[src/design/vme_rr_pkg.sv]
// Purpose: Shared constants and types for VMEbus request and release control.
// Assumes: 10 MHz mclk; APB slave with 32-bit data.
// Notes: Times are kept in ns and converted to whole cycles here.
//
// Function
// - Round-robin: wait for request line release first
// - New master drops its request; waiters keep theirs
// - Request line negated after 20 ns high
// - Own request at least 50 ns after high
// - Request control bit 1 disables round-robin
// - DMA ignores all processor release options
// - DMA releases on source to destination switch
// - Processor releases on request after hold, cycle end
// - Release on request is always active
// - Hold code doubles from 0.5 us to 64 us
// - Bus clear releases after current processor cycle
// - Clear and per-cycle release spare read-modify-write
// - Release control bit 3 disables bus clear release
// - Idle release after hold and 100 us idle
// - Power fail releases unless handler selected
// - Per-cycle release after every processor cycle
// - Cycle release control bit 7 enables per-cycle
// - After release, wait for request line release
// - Request on processor or DMA VMEbus demand
// - No request while power fail pending, not handler
package vme_rr_pkg;
    localparam logic [31:0] RELEASE_CTL_ADDR = 32'hFFD00274;
    localparam logic [31:0] REQUEST_CTL_ADDR = 32'hFFD00278;
    localparam logic [31:0] CYCLE_CTL_ADDR = 32'hFFD0032C;
    localparam logic [31:0] STATUS_ADDR = 32'hFFD00380;
    localparam logic [7:0] CTL_RESET = 8'h00;
    localparam logic [31:0] DATA_RESET = 32'h00000000;
    localparam logic [23:0] READ_PAD = 24'h000000;
    localparam int HOLD_LSB = 0;
    localparam int HOLD_W = 3;
    localparam int CLEAR_DIS_BIT = 3;
    localparam int ROUND_ROBIN_REQUEST_OPTION_DIS_BIT = 1;
    localparam int HANDLER_BIT = 4;
    localparam int PER_CYCLE_EN_BIT = 7;
    localparam logic [2:0] SEL_RELEASE = 3'h0;
    localparam logic [2:0] SEL_REQUEST = 3'h1;
    localparam logic [2:0] SEL_CYCLE = 3'h2;
    localparam logic [2:0] SEL_STATUS = 3'h3;
    localparam logic [2:0] SEL_NONE = 3'h4;
    localparam int PIN_BR = 0;
    localparam int PIN_CLEAR = 1;
    localparam int PIN_GRANT = 2;
    localparam int PIN_FAIL = 3;
    localparam int PIN_COUNT = 4;
    localparam int CLK_NS = 100;
    localparam int FILTER_NS = 20;
    localparam int GAP_NS = 50;
    localparam int HOLD_BASE_NS = 500;
    localparam int IDLE_NS = 100000;
    localparam int FILTER_CYC = (FILTER_NS + CLK_NS - 1) / CLK_NS;
    localparam int GAP_CYC = (GAP_NS + CLK_NS - 1) / CLK_NS;
    localparam int HOLD_BASE_CYC = (HOLD_BASE_NS + CLK_NS - 1) / CLK_NS;
    localparam int IDLE_CYC = (IDLE_NS + CLK_NS - 1) / CLK_NS;
    localparam int CNT_W = 10;
    localparam int FILT_W = 3;
    localparam int GAP_W = 3;
    typedef enum logic [2:0] {S_IDLE, S_ROUND, S_GAP, S_REQ, S_OWN} arb_state_t;
endpackage : vme_rr_pkg

[src/design/interval_if.sv]
// Purpose: Start, limit and expiry wires between controller and timer.
// Assumes: Single mclk domain.
// Notes: Limit is sampled on start.
`timescale 1ns/100ps
`default_nettype none
interface interval_if #(parameter int W = 10);
    logic start;
    logic [W-1:0] limit;
    logic expired;
    modport user (output start, output limit, input expired);
    modport timer (input start, input limit, output expired);
endinterface : interval_if
`default_nettype wire

[src/design/pin_sync.sv]
// Purpose: Three-stage synchroniser for asynchronous pins.
// Assumes: Pins are level signals.
// Notes: Output follows only when stages two and three agree.
`timescale 1ns/100ps
`default_nettype none
module pin_sync #(
    parameter int W = 4,
    parameter logic [W-1:0] IDLE_LEVEL = '1
) (
    input wire logic mclk,
    input wire logic reset,
    input wire logic [W-1:0] pinIn,
    output logic [W-1:0] pinOut
);
    typedef struct packed {
        logic [W-1:0] s1;
        logic [W-1:0] s2;
        logic [W-1:0] s3;
        logic [W-1:0] q;
    } sync_t;
    sync_t st_ff;
    sync_t nxt_st;

    always_comb begin
        nxt_st = st_ff;
        nxt_st.s1 = pinIn;
        nxt_st.s2 = st_ff.s1;
        nxt_st.s3 = st_ff.s2;
        for (int i = 0; i < W; i++) begin
            if (st_ff.s2[i] == st_ff.s3[i]) begin
                nxt_st.q[i] = st_ff.s3[i];
            end
        end
    end

    always_ff @(posedge mclk or posedge reset) begin
        if (reset) begin
            st_ff <= {IDLE_LEVEL, IDLE_LEVEL, IDLE_LEVEL, IDLE_LEVEL};
        end else begin
            st_ff <= nxt_st;
        end
    end

    assign pinOut = st_ff.q;
endmodule : pin_sync
`default_nettype wire

[src/design/interval_timer.sv]
// Purpose: Down counter that reports expiry after a loaded interval.
// Assumes: Start is a level; held start keeps reloading.
// Notes: Expired stays low until armed once.
`timescale 1ns/100ps
`default_nettype none
module interval_timer #(parameter int W = 10) (
    input wire logic mclk,
    input wire logic reset,
    interval_if.timer tmr
);
    typedef struct packed {
        logic [W-1:0] cnt;
        logic armed;
    } timer_t;
    timer_t st_ff;
    timer_t nxt_st;

    always_comb begin
        nxt_st = st_ff;
        if (tmr.start) begin
            nxt_st.cnt = tmr.limit;
            nxt_st.armed = 1'b1;
        end else if (st_ff.cnt != '0) begin
            nxt_st.cnt = st_ff.cnt - 1'b1;
        end
    end

    always_ff @(posedge mclk or posedge reset) begin
        if (reset) begin
            st_ff <= '0;
        end else begin
            st_ff <= nxt_st;
        end
    end

    assign tmr.expired = st_ff.armed & (st_ff.cnt == '0);
endmodule : interval_timer
`default_nettype wire

[src/design/vme_bus_request_release.sv]
// Purpose: VMEbus mastership request and release for processor and DMA.
// Assumes: External arbiter; grant taken on falling edge of grant pin.
// Notes: Registers reached over APB; all pins active low.
//
// Chosen here: the APB interface to the registers.
`timescale 1ns/100ps
`default_nettype none
module vme_bus_request_release (
    input wire logic mclk,
    input wire logic reset,
    input wire logic psel,
    input wire logic penable,
    input wire logic pwrite,
    input wire logic [31:0] paddr,
    input wire logic [31:0] pwdata,
    output logic [31:0] prdata,
    output logic pready,
    output logic pslverr,
    input wire logic busRequestInN,
    input wire logic busClearInN,
    input wire logic busGrantInN,
    input wire logic powerFailN,
    input wire logic cpuVmeRequest,
    input wire logic cpuCycleActive,
    input wire logic cpuRmw,
    input wire logic dmaVmeRequest,
    input wire logic dmaPhaseSwitch,
    output logic busRequestOutN,
    output logic busyOutN,
    output logic cpuMaster,
    output logic dmaMaster
);
    typedef struct packed {
        vme_rr_pkg::arb_state_t state;
        logic ownerCpu;
        logic cycleSeen;
        logic brN;
        logic busyN;
        logic cpuM;
        logic dmaM;
        logic grantPrev;
        logic [vme_rr_pkg::FILT_W-1:0] hiCnt;
        logic [vme_rr_pkg::GAP_W-1:0] gapCnt;
        logic [7:0] relCtl;
        logic [7:0] reqCtl;
        logic [7:0] cycCtl;
        logic [31:0] rdata;
        logic ready;
        logic err;
    } ctl_t;

    ctl_t st_ff;
    ctl_t nxt_st;
    logic [vme_rr_pkg::PIN_COUNT-1:0] syncQ;
    logic brHigh;
    logic fairOn;
    logic pfPend;
    logic demand;
    logic grantFell;
    logic gain;
    logic ownCpu;
    logic dmaOwn;
    logic holdExp;
    logic idleExp;
    logic rorHit;
    logic clrHit;
    logic idleHit;
    logic recHit;
    logic cpuRelease;
    logic dmaRelease;
    logic [2:0] wrSel;
    logic [2:0] rdSel;

    interval_if #(.W(vme_rr_pkg::CNT_W)) holdIf ();
    interval_if #(.W(vme_rr_pkg::CNT_W)) idleIf ();

    function automatic logic [2:0] regSel(input logic [31:0] a);
        logic [2:0] s;
        s = vme_rr_pkg::SEL_NONE;
        if (a == vme_rr_pkg::RELEASE_CTL_ADDR) begin
            s = vme_rr_pkg::SEL_RELEASE;
        end else if (a == vme_rr_pkg::REQUEST_CTL_ADDR) begin
            s = vme_rr_pkg::SEL_REQUEST;
        end else if (a == vme_rr_pkg::CYCLE_CTL_ADDR) begin
            s = vme_rr_pkg::SEL_CYCLE;
        end else if (a == vme_rr_pkg::STATUS_ADDR) begin
            s = vme_rr_pkg::SEL_STATUS;
        end
        return s;
    endfunction : regSel

    function automatic logic [vme_rr_pkg::CNT_W-1:0] holdLimit(input logic [2:0] code);
        return vme_rr_pkg::CNT_W'(vme_rr_pkg::HOLD_BASE_CYC) << code;
    endfunction : holdLimit

    pin_sync #(.W(vme_rr_pkg::PIN_COUNT)) pinSync (
        .mclk(mclk),
        .reset(reset),
        .pinIn({powerFailN, busGrantInN, busClearInN, busRequestInN}),
        .pinOut(syncQ)
    );

    interval_timer #(.W(vme_rr_pkg::CNT_W)) holdTimer (
        .mclk(mclk),
        .reset(reset),
        .tmr(holdIf.timer)
    );

    interval_timer #(.W(vme_rr_pkg::CNT_W)) idleTimer (
        .mclk(mclk),
        .reset(reset),
        .tmr(idleIf.timer)
    );

    // Control decode and release conditions
    assign brHigh = st_ff.hiCnt >= vme_rr_pkg::FILT_W'(vme_rr_pkg::FILTER_CYC);
    assign fairOn = !st_ff.reqCtl[vme_rr_pkg::ROUND_ROBIN_REQUEST_OPTION_DIS_BIT];
    assign pfPend = !syncQ[vme_rr_pkg::PIN_FAIL] && !st_ff.reqCtl[vme_rr_pkg::HANDLER_BIT];
    assign demand = (cpuVmeRequest || dmaVmeRequest) && !pfPend;
    assign grantFell = st_ff.grantPrev && !syncQ[vme_rr_pkg::PIN_GRANT];
    assign gain = (st_ff.state == vme_rr_pkg::S_REQ) && grantFell;
    assign ownCpu = (st_ff.state == vme_rr_pkg::S_OWN) && st_ff.ownerCpu;
    assign dmaOwn = (st_ff.state == vme_rr_pkg::S_OWN) && !st_ff.ownerCpu;
    assign holdExp = holdIf.expired;
    assign idleExp = idleIf.expired;
    assign rorHit = !syncQ[vme_rr_pkg::PIN_BR] && holdExp;
    assign clrHit = !st_ff.relCtl[vme_rr_pkg::CLEAR_DIS_BIT]
        && !syncQ[vme_rr_pkg::PIN_CLEAR] && !cpuRmw;
    assign idleHit = holdExp && idleExp;
    assign recHit = st_ff.cycCtl[vme_rr_pkg::PER_CYCLE_EN_BIT]
        && st_ff.cycleSeen && !cpuRmw;
    assign cpuRelease = ownCpu && !cpuCycleActive
        && (rorHit || clrHit || idleHit || pfPend || recHit);
    assign dmaRelease = dmaOwn && (dmaPhaseSwitch || !dmaVmeRequest);
    assign holdIf.start = gain;
    assign holdIf.limit = holdLimit(st_ff.relCtl[vme_rr_pkg::HOLD_LSB +: vme_rr_pkg::HOLD_W]);
    assign idleIf.start = gain || (ownCpu && cpuCycleActive);
    assign idleIf.limit = vme_rr_pkg::CNT_W'(vme_rr_pkg::IDLE_CYC);
    assign wrSel = regSel(paddr);
    assign rdSel = regSel(paddr);

    always_comb begin
        nxt_st = st_ff;
        nxt_st.ready = 1'b0;
        nxt_st.err = 1'b0;
        nxt_st.grantPrev = syncQ[vme_rr_pkg::PIN_GRANT];
        // Filter on the negated request line
        if (!syncQ[vme_rr_pkg::PIN_BR]) begin
            nxt_st.hiCnt = '0;
        end else if (!brHigh) begin
            nxt_st.hiCnt = st_ff.hiCnt + 1'b1;
        end
        // APB: answer one cycle into access, commit at the ready edge
        if (psel && penable && !st_ff.ready) begin
            nxt_st.ready = 1'b1;
            nxt_st.err = (rdSel == vme_rr_pkg::SEL_NONE);
            unique case (rdSel)
                vme_rr_pkg::SEL_RELEASE: nxt_st.rdata = {vme_rr_pkg::READ_PAD, st_ff.relCtl};
                vme_rr_pkg::SEL_REQUEST: nxt_st.rdata = {vme_rr_pkg::READ_PAD, st_ff.reqCtl};
                vme_rr_pkg::SEL_CYCLE: nxt_st.rdata = {vme_rr_pkg::READ_PAD, st_ff.cycCtl};
                vme_rr_pkg::SEL_STATUS: nxt_st.rdata = {vme_rr_pkg::READ_PAD,
                    st_ff.cycleSeen, st_ff.ownerCpu, st_ff.busyN, st_ff.brN, brHigh,
                    st_ff.state};
                default: nxt_st.rdata = vme_rr_pkg::DATA_RESET;
            endcase
        end
        if (psel && penable && st_ff.ready && pwrite) begin
            unique case (wrSel)
                vme_rr_pkg::SEL_RELEASE: nxt_st.relCtl = pwdata[7:0];
                vme_rr_pkg::SEL_REQUEST: nxt_st.reqCtl = pwdata[7:0];
                vme_rr_pkg::SEL_CYCLE: nxt_st.cycCtl = pwdata[7:0];
                default: nxt_st.relCtl = st_ff.relCtl;
            endcase
        end
        if (ownCpu && cpuCycleActive) begin
            nxt_st.cycleSeen = 1'b1;
        end
        // Mastership sequence
        unique case (st_ff.state)
            vme_rr_pkg::S_IDLE: begin
                if (demand) begin
                    nxt_st.state = fairOn ? vme_rr_pkg::S_ROUND : vme_rr_pkg::S_REQ;
                end
            end
            vme_rr_pkg::S_ROUND: begin
                if (!demand) begin
                    nxt_st.state = vme_rr_pkg::S_IDLE;
                end else if (brHigh) begin
                    nxt_st.state = vme_rr_pkg::S_GAP;
                    nxt_st.gapCnt = '0;
                end
            end
            vme_rr_pkg::S_GAP: begin
                nxt_st.gapCnt = st_ff.gapCnt + 1'b1;
                if (!demand) begin
                    nxt_st.state = vme_rr_pkg::S_IDLE;
                end else if (nxt_st.gapCnt >= vme_rr_pkg::GAP_W'(vme_rr_pkg::GAP_CYC)) begin
                    nxt_st.state = vme_rr_pkg::S_REQ;
                end
            end
            vme_rr_pkg::S_REQ: begin
                if (gain) begin
                    nxt_st.state = vme_rr_pkg::S_OWN;
                    nxt_st.ownerCpu = cpuVmeRequest;
                    nxt_st.cycleSeen = 1'b0;
                end else if (!demand) begin
                    nxt_st.state = vme_rr_pkg::S_IDLE;
                end
            end
            vme_rr_pkg::S_OWN: begin
                if (cpuRelease || dmaRelease) begin
                    nxt_st.state = vme_rr_pkg::S_IDLE;
                end
            end
        endcase
        nxt_st.brN = (nxt_st.state != vme_rr_pkg::S_REQ);
        nxt_st.busyN = (nxt_st.state != vme_rr_pkg::S_OWN);
        nxt_st.cpuM = !nxt_st.busyN && nxt_st.ownerCpu;
        nxt_st.dmaM = !nxt_st.busyN && !nxt_st.ownerCpu;
    end

    always_ff @(posedge mclk or posedge reset) begin
        if (reset) begin
            st_ff <= '{state: vme_rr_pkg::S_IDLE, ownerCpu: 1'b0, cycleSeen: 1'b0,
                brN: 1'b1, busyN: 1'b1, cpuM: 1'b0, dmaM: 1'b0, grantPrev: 1'b1,
                hiCnt: '0, gapCnt: '0, relCtl: vme_rr_pkg::CTL_RESET,
                reqCtl: vme_rr_pkg::CTL_RESET, cycCtl: vme_rr_pkg::CTL_RESET,
                rdata: vme_rr_pkg::DATA_RESET, ready: 1'b0, err: 1'b0};
        end else begin
            st_ff <= nxt_st;
        end
    end

    assign prdata = st_ff.rdata;
    assign pready = st_ff.ready;
    assign pslverr = st_ff.err;
    assign busRequestOutN = st_ff.brN;
    assign busyOutN = st_ff.busyN;
    assign cpuMaster = st_ff.cpuM;
    assign dmaMaster = st_ff.dmaM;
endmodule : vme_bus_request_release
`default_nettype wire

[config.mk]
export PLATFORM = sky130hd
export DESIGN_NAME = vme_bus_request_release
export DESIGN_NICKNAME = d
export VERILOG_FILES = /design/src/design/vme_rr_pkg.sv /design/src/design/interval_if.sv /design/src/design/pin_sync.sv /design/src/design/interval_timer.sv /design/src/design/vme_bus_request_release.sv
export SDC_FILE = /design/constraint.sdc
export NUM_CORES = 1
export LEC_CHECK = 0
export ABC_AREA = 1
export BUFFER_PORTS_ARGS = -buffer_cell sky130_fd_sc_hd__buf_2
export CAP_MARGIN = 20
export CORE_MARGIN = 2
export CORE_UTILIZATION = 45
export DETAILED_ROUTE_END_ITERATION = 8
export PLACE_DENSITY = 0.69
export SYNTH_ARGS = -nofsm -noshare
export SYNTH_HDL_FRONTEND = slang
export SYNTH_SLANG_ARGS = --single-unit
export TNS_END_PERCENT = 30
[constraint.sdc]
create_clock -name mclk -period 2.8 [get_ports mclk]
set_input_delay 0.7 -clock mclk [delete_from_list [all_inputs] [get_ports mclk]]
set_output_delay 0.7 -clock mclk [all_outputs]
set_load 0.005 [all_outputs]
==> results.json, run 1 <==
{
  "run_status": "completed",
  "cts_buffer_depth": 2,
  "post-route-period-util_pct": 67.5,
  "yosysSeqAreaShare_pct": 45.4,
  "dr.pass1.iters": 4,
  "track_usage_pct": 17.6,
  "cp.required_ps": 3090,
  "pwr-share-comb_pct": 30.2,
  "floorplan.rows": 38,
  "reg2reg_from": "st_ff[64]$_DFF_PP1_",
  "synthesis.area_sq_um": 4900,
  "io_pins": 116,
  "worstPathMaxFanout": 16,
  "yosys-top-cells-area": "dfrtp_1, dfstp_2, nand2_1",
  "htreeDepth": 3,
  "cts.sinks": 88,
  "grt_pass1_vias": 3652,
  "end_kind": "flop",
  "drc": 0,
  "pwr_density_cell_nw_per_um2": 666,
  "dp_slack_ps": 715,
  "cts_tree": "yes",
  "hold_class": "flop to flop",
  "drt_wl_total_microns": 9420,
  "path_clk_slew_ps": 100,
  "ant_nets": 0,
  "swShare_pct": 37.1,
  "slew_headroom_pct": 54.1,
  "synth-edff-count": 0,
  "startpoint": "st_ff[64]$_DFF_PP1_",
  "drive_gt1_share_pct": 27.5,
  "synth_cells": 562,
  "critPathCapture": "idleTimer.st_ff[8]$_DFFE_PP0P_",
  "yosysWarnings": 0,
  "irDropWorstVdd_mv": 0.366,
  "fin_nets": 710,
  "cts_buffers": 9,
  "fin_crit_ps": 1890,
  "grt_first_pass_wirelength_microns": 16400,
  "place_hpwl_microns": 7010,
  "post_cts_buffers": 0,
  "synth_top_area_share_pct": 35.2,
  "wl_per_cell_microns": 12.2,
  "root_buffer": "clkbuf_8",
  "p_leak_nw": 2.70,
  "die_area_sq_um": 11700,
  "first_iter_violations": 215,
  "hold_violations": 0,
  "synthArstFlopShare_pct": 100,
  "start_util_pct": 45.6,
  "fp.dieW_microns": 108,
  "fillers": 1059,
  "finish.utilization_pct": 49.9,
  "cp.arrival_ps": 2180,
  "setup_viol": 0,
  "seq_power_share_pct": 47.6,
  "finalPower_mw": 3.57,
  "die_h_microns": 108,
  "syn_to_final_growth_pct": 9.32,
  "drv_slew": 0,
  "timing.hold.ws_ps": 360,
  "layout_common_cells": "nand2_1, inv_1, dfrtp_1",
  "avgSynthCellArea_sq_um": 8.72,
  "worstRegToRegCells": 6,
  "fp.coreArea_sq_um": 10700,
  "place.gp.congestion": 0.815,
  "diodes": 0,
  "antenna_found_initial": 0,
  "rsz0062_at_grt": "no",
  "clkPwrFrac_pct": 22.2,
  "vias": 3721,
  "p_int_mw": 2.25,
  "fin_setup_tns_ps": 0,
  "r2r_slack_ps": 910,
  "port_buffers": 67,
  "cts_hold_buf": 0,
  "fmax_mhz": 529,
  "skew_ps": 14.5,
  "cts-resized-gates": 0,
  "synth_ff_type": "dfrtp_1",
  "via_per_inst": 4.84,
  "regToRegEndpoint": "idleTimer.st_ff[8]$_DFFE_PP0P_",
  "finalWorstSetupSlack_ps": 910,
  "clkLatencyLatePin_ps": 370,
  "grt_overflow": 0,
  "crit_type": "flop to flop",
  "synth.distinct_cells": 39,
  "cp-start-kind": "flop",
  "ys_ff_latch": 88,
  "drv_cap": 0,
  "power.switching_mw": 1.32,
  "timing_worst_slew_pin_value_ps": 686,
  "layout_commonest_cell": "nand2_1",
  "yosys.area.top_type": "dfrtp_1",
  "grt_max_degree": 89
}
-- cell usage after synthesis (7+ instances only) --
| library cell | n |
|---|---|
| o21ai_2 | 25 |
| nand2_1 | 112 |
| buf_4 | 33 |
| nand4_1 | 18 |
| nand3_1 | 48 |
| nor2_4 | 7 |
| nor3_1 | 8 |
| inv_1 | 70 |
| ha_1 | 8 |
| buf_6 | 8 |
| a21oi_1 | 19 |
| dfrtp_1 | 69 |
| nor2_2 | 7 |
| o21ai_0 | 17 |
| nor2_1 | 41 |
| dfstp_2 | 19 |
-- area by class of cell --
| cell class | instances | area, sq um | share of cell area (%) |
|---|---|---|---|
| Sequential cell | 88 | 2230 | 41.5 |
| Clock inverter | 6 | 45.0 | 0.841 |
| Inverter | 77 | 295 | 5.51 |
| Clock buffer | 10 | 128 | 2.38 |
| Tap cell | 140 | 175 | 3.27 |
| Timing Repair Buffer | 70 | 370 | 6.91 |
| Multi-Input combinational cell | 378 | 2120 | 39.5 |
-- metrics by stage --
stage | std cells | area (sq um)
finish | 769 | 5360
global route | 769 | 5360
CTS | 769 | 5360
detailed placement | 753 | 5180
global placement | 753 | 5180
floorplan | 585 | 4990
-- flip-flops by register name (all words and copies together) (netlist names) --
name and cells:
cpuMaster 1, st_ff 36, pready 1, busRequestOutN 1, pslverr 1, prdata 8, pinSync.st_ff 4, pinSync.pinOut 4
pinSync.nxt_st 8, idleTimer.st_ff 11, busyOutN 1, dmaMaster 1, holdTimer.st_ff 11
-- worst max-delay path: stages, from the launching register on --
cell	delay, ps
dfstp_2	520
nand2_1	130
nor3_4	570
inv_4	200
nand2_4	150
inv_2	70
a31oi_1	170
-- cells by family (layout without fill, tap and decap cells) --
kind of cell | Yosys count | in the layout | synth area share [%]
simple gates | 263 | 263 | 27.7
other cells | 1 | 24 | 0.0765
fa+ha+maj | 12 | 12 | 2.86
flops | 88 | 88 | 45.4
xor+xnor | 6 | 6 | 1.07
buf+inv | 119 | 163 | 13.1
compound gates | 73 | 73 | 9.78
-- power by group through the flow --
stage	combinational, mW	clock, mW	sequential [mW]
4_1_cts	1.09	0.815	1.70
3_5_place_dp	1.09	0	1.72
5_1_grt	1.27	0.876	1.73
2_1_floorplan	0.873	0	1.67
6_report	1.08	0.792	1.70
3_3_place_gp	1.03	0	1.71
-- layer usage --
metal  global-route usage, %  part of all wire, %  up-vias
li1                        -                    -     1893
met1                    23.1                   47     1739
met2                    28.6                   47       74
met3                    3.74                  3.7       15
met4                    7.05                  2.0        0
met5                       0                    0        -
-- worst min-delay path by stage --
stage                                      start                          end  slack (ps)  cells past startpoint
floorplan            pinSync.nxt_st[8]$_DFF_PP1_  pinSync.nxt_st[4]$_DFF_PP1_         350                      0
global placement     pinSync.nxt_st[9]$_DFF_PP1_  pinSync.nxt_st[5]$_DFF_PP1_         350                      0
detailed placement  pinSync.nxt_st[10]$_DFF_PP1_  pinSync.nxt_st[6]$_DFF_PP1_         350                      0
CTS                  pinSync.nxt_st[8]$_DFF_PP1_  pinSync.nxt_st[4]$_DFF_PP1_         360                      0
global route        pinSync.nxt_st[11]$_DFF_PP1_  pinSync.nxt_st[7]$_DFF_PP1_         370                      0
finish               pinSync.nxt_st[8]$_DFF_PP1_  pinSync.nxt_st[4]$_DFF_PP1_         360                      0
No activity file was read; power rests on OpenSTA's default activity.
==> inputs of run 2 (changes only) <==
clock period = 1.6 ns   (was 2.8 ns; I/O delays follow)
==> results.json, run 2 (synthesis results as in run 1) <==
{
  "hold_class": "primary input to flop",
  "io_pins": 116,
  "ant_nets": 0,
  "run_status": "finished with violations",
  "drc": 0,
  "die_area_sq_um": 11700,
  "worstPathMaxFanout": 3,
  "track_usage_pct": 17.6,
  "dp.cells": 766,
  "drt_wl_total_microns": 9790,
  "drive_gt1_share_pct": 31.1,
  "pwr_density_cell_nw_per_um2": 1190,
  "fin_nets": 728,
  "fin_setup_tns_ps": -11.5,
  "place_area_sq_um": 5350,
  "diodes": 0,
  "via_per_inst": 4.88,
  "drv_slew": 0,
  "cts_buffer_depth": 2,
  "grt_pass1_vias": 3480,
  "skew_ps": 14.7,
  "vias": 3841,
  "finalWorstSetupSlack_ps": -8.60,
  "cp-start-kind": "flop",
  "port_buffers": 67,
  "dr.pass1.iters": 6,
  "first_iter_violations": 243,
  "cts.sinks": 88,
  "largest_register_ffs": 36,
  "die_h_microns": 108,
  "place.gp.congestion": 0.888,
  "violations": "negative setup slack",
  "fp.coreArea_sq_um": 10700,
  "post-route-period-util_pct": 101,
  "fmax_mhz": 622,
  "cts_buffers": 9,
  "place_hpwl_microns": 7320,
  "drv_cap": 0,
  "top_regs": "st_ff (36), holdTimer.st_ff (11), idleTimer.st_ff (11)",
  "cp.required_ps": 1840,
  "cp.arrival_ps": 1840,
  "crit_type": "flop to flop",
  "htreeDepth": 3,
  "root_buffer": "clkbuf_8",
  "cts_tree": "yes",
  "grt_max_degree": 50,
  "fp.dieW_microns": 108,
  "p_leak_nw": 2.81,
  "grt_overflow": 0,
  "floorplan.rows": 38,
  "path_clk_slew_ps": 90,
  "fin_cells": 787,
  "end_kind": "flop",
  "wl_per_cell_microns": 12.4,
  "cts_hold_buf": 0,
  "antenna_found_initial": 0,
  "setup_viol": 2,
  "rsz0062_at_grt": "yes",
  "layout_commonest_cell": "nand2_1",
  "grt_first_pass_wirelength_microns": 16200,
  "start_util_pct": 45.6,
  "clkLatencyLatePin_ps": 360,
  "hold_violations": 0,
  "irDropWorstVdd_mv": 0.534,
  "final_cell_area_sq_um": 5600,
  "fin_crit_ps": 1610,
  "regMostFlops": "st_ff",
  "finish.utilization_pct": 52.2,
  "layout_common_cells": "nand2_1, dfrtp_1, buf_2",
  "syn_to_final_growth_pct": 14.3
}
[run 2: cell types whose count changed in the layout (fill, tap and decap cells not counted), moves of 3 or more]
| cell | previous run | this run |
|---|---|---|
| nand2_2 | 6 | 10 |
| clkinvlp_4 | 4 | 1 |
| nor2_2 | 7 | 11 |
| inv_1 | 69 | 66 |
| inv_2 | 6 | 9 |
| buf_12 | 1 | 6 |
| nor2_1 | 41 | 36 |
| nand2_1 | 112 | 108 |
| clkbuf_1 | 1 | 5 |
| buf_4 | 2 | 14 |
[run 2: path summary, 6_finish.rpt]
path,from,to,slack [ps],cells past startpoint
worst min register to register,pinSync.nxt_st[9]$_DFF_PP1_,pinSync.nxt_st[5]$_DFF_PP1_,360,0
worst min-delay path,busRequestInN,pinSync.nxt_st[8]$_DFF_PP1_,130,1
min in group asynchronous,reset,pinSync.nxt_st[9]$_DFF_PP1_,140,2
worst max-delay path,holdTimer.st_ff[1]$_DFFE_PP0P_,st_ff[73]$_DFF_PP0_,-9,11
worst max register to register,holdTimer.st_ff[1]$_DFFE_PP0P_,st_ff[73]$_DFF_PP0_,-9,11
max in group asynchronous,reset,busRequestOutN$_DFF_PP1_,1130,3
[run 2: per-stage QoR]
stage / setup slack, ps / hold slack, ps / total power, mW
2_1_floorplan: 180 / 345 / 4.45
3_3_place_gp: -4.11 / 346 / 4.89
3_5_place_dp: -59.8 / 347 / 5.01
4_1_cts: 14.3 / 127 / 6.49
5_1_grt: -97.2 / 118 / 7.19
6_report: -8.60 / 131 / 6.65
[run 2: cell type report]
cell class / count / area (sq um)
fill: 997 / 5140
sequential: 88 / 2230
multi-input combinational: 378 / 2150
timing repair buffer: 88 / 572
inverter: 77 / 300
tap: 140 / 175
clock buffer: 14 / 143
clock inverter: 2 / 35.0
[run 2: timing repair]
| action | in CTS | in global routing |
|---|---|---|
| setup endpoints to repair | 1 | 23 |
| resized for setup | 1 | 17 |
| pin swaps | 0 | 8 |
| gates cloned | 0 | 0 |
| setup buffers | 0 | 5 |
[run 2: power by group]
part / total, mW / internal (mW) / switching, mW
Sequential: 2.97 / 2.67 / 0.302
Combinational: 2.21 / 0.887 / 1.33
Clock: 1.47 / 0.724 / 0.741
Total: 6.65 / 4.28 / 2.37
[run 2: metal layers]
| metal | part of all wire (%) | wire length (microns) | vias to the layer above | global-route usage (%) |
|---|---|---|---|---|
| met2 | 49 | 4780 | 106 | 28.9 |
| met1 | 45 | 4440 | 1801 | 23.8 |
| met4 | 1.2 | 120 | 0 | 4.95 |
| met5 | 0 | 0 | - | 0 |
| li1 | - | - | 1922 | - |
| met3 | 4.5 | 445 | 12 | 3.44 |
[run 2: worst max-delay path, cell delays in order (launching register included)]
cell and delay [ps]:
dfrtp_1 410, inv_2 70, ha_2 160, nand3_1 80
nor2_1 110, nand2_1 120, nor2_1 120, nand2_1 60
nand2_1 60, nand2_2 60, a21oi_2 180, nand2_1 60
